**src/core/adc_seq_pkg.sv**
```systemverilog
// constants and types shared by the converter control sequencer
// Behaviour
// - internal acquisition: track six ticks, then hold
// - external acquisition: second write with bit clear holds
// - control byte bit fields decoded as laid out
// - bipolar and range bits pick four ranges
// - unipolar straight binary, bipolar twos complement
// - power field: ext, int, standby, full
// - channel codes 000 to 101 select inputs 0-5
// - control byte captured from low eight lines
// - chip select high ignores strobes, bus released
// - shared bus driven only during selected read
// - conversions start only from selected host write
// - conversion takes exactly twelve ticks after hold
// - write during conversion aborts and reacquires
// - done flag low at end, high on read/write
// - repeated external select restarts open acquisition
// - reset: done high, normal, external clock
// - power-down waits for conversion end; write wakes
package adc_seq_pkg;
    // ==========================================================
    // control byte layout
    localparam int CTRL_W = 8;
    localparam int BIT_PWR_HI = 7;
    localparam int BIT_PWR_LO = 6;
    localparam int BIT_ACQ_EXT = 5;
    localparam int BIT_RANGE = 4;
    localparam int BIT_BIPOLAR = 3;
    localparam int CHAN_LSB = 0;
    localparam int CHAN_W = 3;
    localparam int CHAN_COUNT = 6;
    localparam logic [CTRL_W-1:0] CTRL_RESET = 8'h00;

    // ==========================================================
    // power mode codes
    localparam logic [1:0] PWR_NORM_EXT = 2'h0;
    localparam logic [1:0] PWR_NORM_INT = 2'h1;
    localparam logic [1:0] PWR_STANDBY = 2'h2;
    localparam logic [1:0] PWR_FULL = 2'h3;

    // ==========================================================
    // data bus and conversion
    localparam int DATA_W = 12;
    localparam int ACQ_TICKS = 6;
    localparam int CONV_TICKS = 12;
    localparam logic [DATA_W-1:0] RESULT_RESET = 12'h000;

    // ==========================================================
    // timing: internal conversion clock derived from system clock
    localparam int SYS_CLK_HZ = 100_000_000;
    localparam int INT_CLK_HZ = 1_560_000;
    localparam int INT_DIV = SYS_CLK_HZ / INT_CLK_HZ;
    localparam int DIV_W = 8;

    // ==========================================================
    // sequencer states, one-hot
    typedef enum logic [3:0] {
        ST_IDLE = 4'b0001,
        ST_TRACK_INT = 4'b0010,
        ST_TRACK_EXT = 4'b0100,
        ST_CONVERT = 4'b1000
    } seq_state_type;

    // channel code to one-hot select, unused codes select nothing
    function automatic logic [CHAN_COUNT-1:0] chan_decode(
        input logic [CHAN_W-1:0] code);
        logic [CHAN_COUNT-1:0] sel;
        sel = '0;
        if (code < 3'h6) begin
            sel[code] = 1'b1;
        end
        return sel;
    endfunction
endpackage

```
**src/core/sar_link_if.sv**
```systemverilog
// carrier between the sequencer and its tick and sar engines
`timescale 1ns/10ps
interface sar_link_if;
    import adc_seq_pkg::*;
    logic tick;
    logic int_clk_sel;
    logic start;
    logic abort;
    logic cmp;
    logic done;
    logic [DATA_W-1:0] trial;
    logic [DATA_W-1:0] code;

    modport ctrl (input tick, done, code, trial,
                  output int_clk_sel, start, abort, cmp);
    modport ticker (input int_clk_sel, output tick);
    modport engine (input tick, start, abort, cmp,
                    output done, trial, code);
endinterface // sar_link_if

```
**src/core/conv_tick_gen.sv**
```systemverilog
// conversion clock tick: external pin edge or internal divider
`timescale 1ns/10ps
module conv_tick_gen
    import adc_seq_pkg::*;
(
    // clock and reset
    input wire logic sys_clk_i,
    input wire logic rst_n_i,
    // external conversion clock pin
    input wire logic conv_clk_i,
    // link to sequencer
    sar_link_if.ticker link
);
    import adc_seq_pkg::*;

    logic ext_q;
    logic [DIV_W-1:0] div_q;
    logic div_tick_q;
    logic ext_tick_q;

    // ==========================================================
    // external clock rising edge and internal divider
    always_ff @(posedge sys_clk_i) begin
        if (!rst_n_i) begin
            ext_q <= 1'b0;
            div_q <= '0;
            div_tick_q <= 1'b0;
            ext_tick_q <= 1'b0;
        end else begin
            ext_q <= conv_clk_i;
            if (div_q == DIV_W'(INT_DIV - 1)) begin
                div_q <= '0;
            end else begin
                div_q <= div_q + 1'b1;
            end
            div_tick_q <= (div_q == DIV_W'(INT_DIV - 1));
            ext_tick_q <= conv_clk_i & ~ext_q;
        end
    end

    // select after the flops: a mode change never passes a stale tick
    assign link.tick = link.int_clk_sel ? div_tick_q : ext_tick_q;
endmodule // conv_tick_gen

```
**src/core/sar_engine.sv**
```systemverilog
// twelve-tick successive approximation engine
`timescale 1ns/10ps
module sar_engine
    import adc_seq_pkg::*;
(
    // clock and reset
    input wire logic sys_clk_i,
    input wire logic rst_n_i,
    // link to sequencer
    sar_link_if.engine link
);
    import adc_seq_pkg::*;

    logic [DATA_W-1:0] trial_q;
    logic [DATA_W-1:0] bit_q;
    logic [DATA_W-1:0] code_q;
    logic busy_q;
    logic done_q;

    // ==========================================================
    // one bit decided per tick, msb first, so twelve ticks exactly
    always_ff @(posedge sys_clk_i) begin
        if (!rst_n_i) begin
            trial_q <= '0;
            bit_q <= '0;
            code_q <= RESULT_RESET;
            busy_q <= 1'b0;
            done_q <= 1'b0;
        end else begin
            done_q <= 1'b0;
            if (link.abort) begin
                busy_q <= 1'b0;
            end else if (link.start) begin
                bit_q <= {1'b1, {(DATA_W-1){1'b0}}};
                trial_q <= {1'b1, {(DATA_W-1){1'b0}}};
                busy_q <= 1'b1;
            end else if (busy_q && link.tick) begin
                if (bit_q[0]) begin
                    code_q <= link.cmp ? trial_q : (trial_q & ~bit_q);
                    busy_q <= 1'b0;
                    done_q <= 1'b1;
                end else begin
                    trial_q <= (link.cmp ? trial_q : (trial_q & ~bit_q))
                               | (bit_q >> 1);
                    bit_q <= bit_q >> 1;
                end
            end
        end
    end

    assign link.trial = trial_q;
    assign link.code = code_q;
    assign link.done = done_q;
endmodule // sar_engine

```
**src/core/adc_host_control_sequencer.sv**
```systemverilog
// control byte port, acquisition and conversion sequencer
`timescale 1ns/10ps
module adc_host_control_sequencer
    import adc_seq_pkg::*;
(
    // clock and reset
    input wire logic sys_clk_i,
    input wire logic rst_n_i,
    // host parallel port
    input wire logic chip_sel_n_i,
    input wire logic write_strobe_n_i,
    input wire logic read_strobe_n_i,
    input wire logic [adc_seq_pkg::DATA_W-1:0] data_i,
    output logic [adc_seq_pkg::DATA_W-1:0] data_o,
    output logic data_oe_n_o,
    output logic done_flag_n_o,
    // external conversion clock
    input wire logic conv_clk_i,
    // analog front end
    input wire logic comparator_i,
    output logic [adc_seq_pkg::CHAN_COUNT-1:0] analog_in_0_to_5_o,
    output logic range_sel_o,
    output logic bipolar_sel_o,
    output logic track_hold_o,
    output logic [adc_seq_pkg::DATA_W-1:0] dac_code_o,
    // mode status
    output logic int_clk_sel_o,
    output logic standby_powerdown_o,
    output logic full_powerdown_o
);
    import adc_seq_pkg::*;

    sar_link_if link ();

    seq_state_type state_q;
    logic wr_n_q;
    logic rd_n_q;
    logic [CTRL_W-1:0] ctrl_q;
    logic [2:0] acq_cnt_q;
    logic int_clk_q;
    logic [1:0] pd_req_q;
    logic standby_q;
    logic full_pd_q;
    logic done_n_q;
    logic conv_bip_q;
    logic [DATA_W-1:0] result_q;
    logic [DATA_W-1:0] data_q;
    logic oe_n_q;
    logic hold_q;
    logic start_q;
    logic abort_q;
    logic [CHAN_COUNT-1:0] chan_q;
    logic [DATA_W-1:0] dac_q;

    logic sel;
    logic wr_rise;
    logic wr_fall;
    logic rd_fall;
    logic [CTRL_W-1:0] byte_in;
    logic [1:0] pwr_in;

    // ==========================================================
    // strobe edges, qualified by chip select
    assign sel = ~chip_sel_n_i;
    assign wr_rise = sel & write_strobe_n_i & ~wr_n_q;
    assign wr_fall = sel & ~write_strobe_n_i & wr_n_q;
    assign rd_fall = sel & ~read_strobe_n_i & rd_n_q;
    assign byte_in = data_i[CTRL_W-1:0];
    assign pwr_in = {byte_in[BIT_PWR_HI], byte_in[BIT_PWR_LO]};

    // strobe history; edges ignored while deselected
    always_ff @(posedge sys_clk_i) begin
        if (!rst_n_i) begin
            wr_n_q <= 1'b1;
            rd_n_q <= 1'b1;
        end else begin
            wr_n_q <= write_strobe_n_i | chip_sel_n_i;
            rd_n_q <= read_strobe_n_i | chip_sel_n_i;
        end
    end

    // ==========================================================
    // control byte register
    always_ff @(posedge sys_clk_i) begin
        if (!rst_n_i) begin
            ctrl_q <= CTRL_RESET;
        end else if (wr_rise) begin
            ctrl_q <= byte_in;
        end
    end

    // ==========================================================
    // acquisition and conversion sequencer
    always_ff @(posedge sys_clk_i) begin
        if (!rst_n_i) begin
            state_q <= ST_IDLE;
            acq_cnt_q <= '0;
            hold_q <= 1'b1;
            start_q <= 1'b0;
            abort_q <= 1'b0;
            conv_bip_q <= 1'b0;
        end else begin
            start_q <= 1'b0;
            abort_q <= 1'b0;
            if (wr_rise) begin
                // any new byte abandons a running conversion
                abort_q <= state_q == ST_CONVERT;
                acq_cnt_q <= '0;
                if (byte_in[BIT_ACQ_EXT]) begin
                    state_q <= ST_TRACK_EXT;
                    hold_q <= 1'b0;
                end else if (state_q == ST_TRACK_EXT) begin
                    state_q <= ST_CONVERT;
                    hold_q <= 1'b1;
                    start_q <= 1'b1;
                    conv_bip_q <= byte_in[BIT_BIPOLAR];
                end else begin
                    state_q <= ST_TRACK_INT;
                    hold_q <= 1'b0;
                end
            end else begin
                case (state_q)
                    ST_TRACK_INT: begin
                        if (link.tick) begin
                            if (acq_cnt_q == 3'(ACQ_TICKS - 1)) begin
                                state_q <= ST_CONVERT;
                                hold_q <= 1'b1;
                                start_q <= 1'b1;
                                conv_bip_q <= ctrl_q[BIT_BIPOLAR];
                            end else begin
                                acq_cnt_q <= acq_cnt_q + 3'h1;
                            end
                        end
                    end
                    ST_CONVERT: begin
                        if (link.done) begin
                            state_q <= ST_IDLE;
                        end
                    end
                    ST_TRACK_EXT: begin
                        hold_q <= 1'b0; // open-ended until next write
                    end
                    default: begin
                        hold_q <= 1'b1;
                    end
                endcase
            end
        end
    end

    // ==========================================================
    // clock mode and power-down
    always_ff @(posedge sys_clk_i) begin
        if (!rst_n_i) begin
            int_clk_q <= 1'b0;
            pd_req_q <= PWR_NORM_EXT;
            standby_q <= 1'b0;
            full_pd_q <= 1'b0;
        end else begin
            if (wr_rise) begin
                pd_req_q <= pwr_in;
                if (pwr_in == PWR_NORM_EXT) begin
                    int_clk_q <= 1'b0;
                end else if (pwr_in == PWR_NORM_INT) begin
                    int_clk_q <= 1'b1;
                end
            end
            if (wr_fall) begin
                // wake on the write falling edge, before the byte lands
                standby_q <= 1'b0;
                full_pd_q <= 1'b0;
                pd_req_q <= PWR_NORM_EXT;
            end else if (state_q == ST_IDLE && !wr_rise) begin
                // shut down only once no conversion is in flight
                standby_q <= pd_req_q == PWR_STANDBY;
                full_pd_q <= pd_req_q == PWR_FULL;
            end
        end
    end

    // ==========================================================
    // done flag and held result
    always_ff @(posedge sys_clk_i) begin
        if (!rst_n_i) begin
            done_n_q <= 1'b1;
            result_q <= RESULT_RESET;
        end else begin
            if (link.done && state_q == ST_CONVERT && !wr_rise) begin
                done_n_q <= 1'b0;
                // bipolar: offset binary to twos complement by msb flip
                result_q <= {link.code[DATA_W-1] ^ conv_bip_q,
                             link.code[DATA_W-2:0]};
            end else if (rd_fall || wr_rise) begin
                done_n_q <= 1'b1;
            end
        end
    end

    // ==========================================================
    // bus drive and front-end outputs
    always_ff @(posedge sys_clk_i) begin
        if (!rst_n_i) begin
            oe_n_q <= 1'b1;
            data_q <= RESULT_RESET;
            chan_q <= '0;
            dac_q <= '0;
        end else begin
            // released one clock after select or read goes away
            oe_n_q <= ~(sel & ~read_strobe_n_i);
            data_q <= result_q;
            chan_q <= chan_decode(ctrl_q[CHAN_LSB +: CHAN_W]);
            dac_q <= link.trial;
        end
    end

    assign link.int_clk_sel = int_clk_q;
    assign link.start = start_q;
    assign link.abort = abort_q | wr_rise;
    assign link.cmp = comparator_i;

    conv_tick_gen u_tick (
        .sys_clk_i(sys_clk_i),
        .rst_n_i(rst_n_i),
        .conv_clk_i(conv_clk_i),
        .link(link.ticker)
    );

    sar_engine u_sar (
        .sys_clk_i(sys_clk_i),
        .rst_n_i(rst_n_i),
        .link(link.engine)
    );

    assign data_o = data_q;
    assign data_oe_n_o = oe_n_q;
    assign done_flag_n_o = done_n_q;
    assign analog_in_0_to_5_o = chan_q;
    assign range_sel_o = ctrl_q[BIT_RANGE];
    assign bipolar_sel_o = ctrl_q[BIT_BIPOLAR];
    assign track_hold_o = hold_q;
    assign dac_code_o = dac_q;
    assign int_clk_sel_o = int_clk_q;
    assign standby_powerdown_o = standby_q;
    assign full_powerdown_o = full_pd_q;
endmodule // adc_host_control_sequencer

```
**config.mk**
```make
export PLATFORM = sky130hd
export DESIGN_NAME = adc_host_control_sequencer
export DESIGN_NICKNAME = d
export VERILOG_FILES = /design/src/core/adc_seq_pkg.sv /design/src/core/sar_link_if.sv /design/src/core/conv_tick_gen.sv /design/src/core/sar_engine.sv /design/src/core/adc_host_control_sequencer.sv
export SDC_FILE = /design/constraint.sdc
export NUM_CORES = 1
export LEC_CHECK = 0
export CORE_ASPECT_RATIO = 1.4
export CORE_MARGIN = 2
export CORE_UTILIZATION = 60
export CTS_BUF_LIST = sky130_fd_sc_hd__clkbuf_8
export CTS_CLUSTER_DIAMETER = 120
export DETAILED_ROUTE_END_ITERATION = 7
export DONT_BUFFER_PORTS = 1
export PLACE_DENSITY = 0.76
export SKIP_LAST_GASP = 1
export SYNTH_ARGS = -nofsm -noshare
export SYNTH_HDL_FRONTEND = slang
export SYNTH_SLANG_ARGS = --single-unit
```
**constraint.sdc**
```tcl
create_clock -name sys_clk_i -period 2.25 [get_ports sys_clk_i]
set_input_delay 0.225 -clock sys_clk_i [delete_from_list [all_inputs] [get_ports sys_clk_i]]
set_output_delay 0.225 -clock sys_clk_i [all_outputs]
set_load 0.02 [all_outputs]
```
==> flow_summary.json <==
{
  "whs_path_depth": 2,
  "diodes": 0,
  "hold_viol_final": 0,
  "layout-drive-gt1-share": 0.108,
  "synth_top_area_frac": 0.561,
  "async_flop_share": 0,
  "seq_area_frac_synth": 0.561,
  "clk_pin_slew_ns": 0.07,
  "num_io_pins": 57,
  "slowest_stage": "dlygate4sd3_1",
  "grt_remaining_overflow": 0,
  "grt_pass1_vias": 2963,
  "setup_violations": 0,
  "die_w_um": 73.9,
  "drt-wirelength-per-cell_um": 13.9,
  "p_leak_nw": 1.88,
  "clk_latency_ns": 0.43,
  "hp-class": "input pin to flop",
  "maxSlewHeadroom": 0.507,
  "vias_per_cell": 5.38,
  "post_cts_resized": 0,
  "critPathKind": "flop to flop",
  "reg2reg_depth": 6,
  "nets": 481,
  "whs_ns": 0.0241,
  "drt-initial-drc-count": 155,
  "cts.sinks": 115,
  "grt_usage": 0.230,
  "h-tree-depth": 4,
  "root_buffer": "clkbuf_8",
  "crit_fanout": 13,
  "multi_input_area_um2": 1630,
  "fin_crit_ns": 1.97,
  "die-area_um2": 7530,
  "ys_ff_latch": 115,
  "grt_max_degree": 37,
  "routed_wl_um": 7850,
  "postRouteAntennaNets": 0,
  "critPathRequiredTime_ns": 2.60,
  "netlist_instances": 434,
  "critical_path.top_delay_family": "buffers and inverters",
  "synthTopCellsByCount": "dfxtp_1, nand2_1, nor2_1, inv_1, mux2i_1",
  "ys_top_cells_by_area": "dfxtp_1, nand2_1, mux2i_1",
  "fillerInstances": 462,
  "critPathMaxStageDelay_ns": 0.55,
  "grt_first_pass_wirelength_um": 13100,
  "antenna_found_initial": 0,
  "drt-pass1-iter-count": 5,
  "portBuffers": 0,
  "met3_length_um": 441,
  "netlist_area_um2": 4110,
  "synth_most_common_cell": "dfxtp_1",
  "outcome": "completed",
  "rows": 35,
  "holdBufCountCts": 16,
  "start_kind": "flop",
  "via_count": 3034,
  "power_density_nw_per_um2": 803,
  "die_h_um": 102,
  "start_util": 0.621,
  "seq_area_um2": 2300,
  "clock_skew_ns": 0.00804,
  "slew_violations": 0,
  "crit_chain": "or3b_1 > buf_4 > nor2_1 > nand2_1 > dlygate4sd3_1 > a21oi_1",
  "synth_fp_nets": 456,
  "period_share": 0.873,
  "drt-met1-wl_um": 3420,
  "synth_area_per_cell_um2": 9.46,
  "cts_tree": "yes",
  "path_buf_inv": 2,
  "yosysUniqueCellTypes": 50,
  "post_cts_buffers": 0,
  "synthFlopType": "dfxtp_1",
  "syn2layout_area_growth_pct": 15.3,
  "finalSetupTns_ns": 0,
  "wl_met2_um": 3890,
  "cts_buffers": 17,
  "yosysTopAreaCell": "dfxtp_1",
  "crit_path_end_kind": "flop",
  "top_layer": "met4",
  "hpwl_um": 5020,
  "arrival_ns": 2.32,
  "worst_pin_slew_ns": 0.733,
  "clock.fmax_mhz": 509,
  "gp_congestion": 0.831,
  "p_total_mw": 3.80,
  "yosysWarningCount": 0,
  "core_area_um2": 6610,
  "rsz0062_at_grt": "false",
  "max_cap_viol_count": 0,
  "synth_edf_count": 0,
  "worst-path-stages": 6,
  "ctsLongestPathBuffers": 2,
  "drc": 0,
  "ir_worst_vdd_mv": 0.502
}
sequential cells by signal, indices dropped and copies added (netlist names), 2 cells and up:
name	count
acq_cnt_q	3
analog_in_0_to_5_o	6
ctrl_q	5
dac_code_o	12
data_o	12
pd_req_q	2
result_q	12
state_q	4
u_sar.bit_q	12
u_sar.link.code	12
u_sar.link.trial	12
u_tick.div_q	8
placed cells by master, fill, tap and decap left out, types with 6 or more instances in the layout:
cell type and instances:
dfxtp_1 115, a21oi_1 14, mux2i_1 25, buf_4 6, o211ai_1 10, clkbuf_8 17
nand2_1 72, nor2_1 48, and2_1 16, o21ai_0 6, xor2_1 7, o21ai_1 10
inv_1 28, nand3_1 16, dlygate4sd3_1 15
final cells by class:
cell class                      count  share of cell area
Inverter                           27              0.0214
Multi-Input combinational cell    275               0.345
Clock inverter                     15              0.0238
Timing Repair Buffer               23              0.0497
Tap cell                           92              0.0243
Sequential cell                   115               0.486
Clock buffer                       17              0.0494
logic make-up (layout without fill, tap and decap cells):
logic type / count (synthesis) / in the layout / share of synthesized area
AND/OR/NAND/NOR: 181 / 181 / 0.213
buffers and inverters: 44 / 82 / 0.0430
multiplexers: 28 / 28 / 0.0701
flip-flops: 115 / 115 / 0.561
AO/OA/AOI/OAI: 54 / 54 / 0.0853
adder cells (fa/ha/maj): 3 / 3 / 0.00914
XOR/XNOR: 9 / 9 / 0.0192
worst register-to-register path, stage by stage (launching register included):
cell           delay, ns
dfxtp_1             0.34
or3b_1              0.50
buf_4               0.24
nor2_1              0.10
nand2_1             0.05
dlygate4sd3_1       0.55
a21oi_1             0.12
layer usage:
metal,global-route usage,up-vias
li1,-,1500
met4,0.0923,0
met3,0.0848,10
met2,0.384,83
met1,0.264,1441
met5,0,-
path summary, 6_finish.rpt:
check,from,endpoint,slack (ns)
hold / removal,comparator_i,u_sar.link.trial[11],0.02
setup / recovery,wr_n_q,int_clk_sel_o,0.28
hold reg to reg,u_tick.ext_q,u_tick.ext_tick_q,0.39
setup reg to reg,wr_n_q,int_clk_sel_o,0.28
power breakdown:
part | total (mW) | switching, mW | internal, mW
clock network | 1.64 | 0.869 | 0.767
logic | 0.105 | 0.0607 | 0.0441
registers | 2.06 | 0.0150 | 2.05
through the flow:
stage               setup WS [ns]  instances  instance area, um^2  utilization
finish                      0.285        564                 4730        0.716
detailed placement          0.536        516                 4220        0.638
CTS                         0.291        564                 4730        0.716
global route                0.194        564                 4730        0.716
floorplan                   0.568        434                 4110            -
global placement            0.556        516                 4220        0.638
Note: power is estimated with default switching activity, not from simulation.
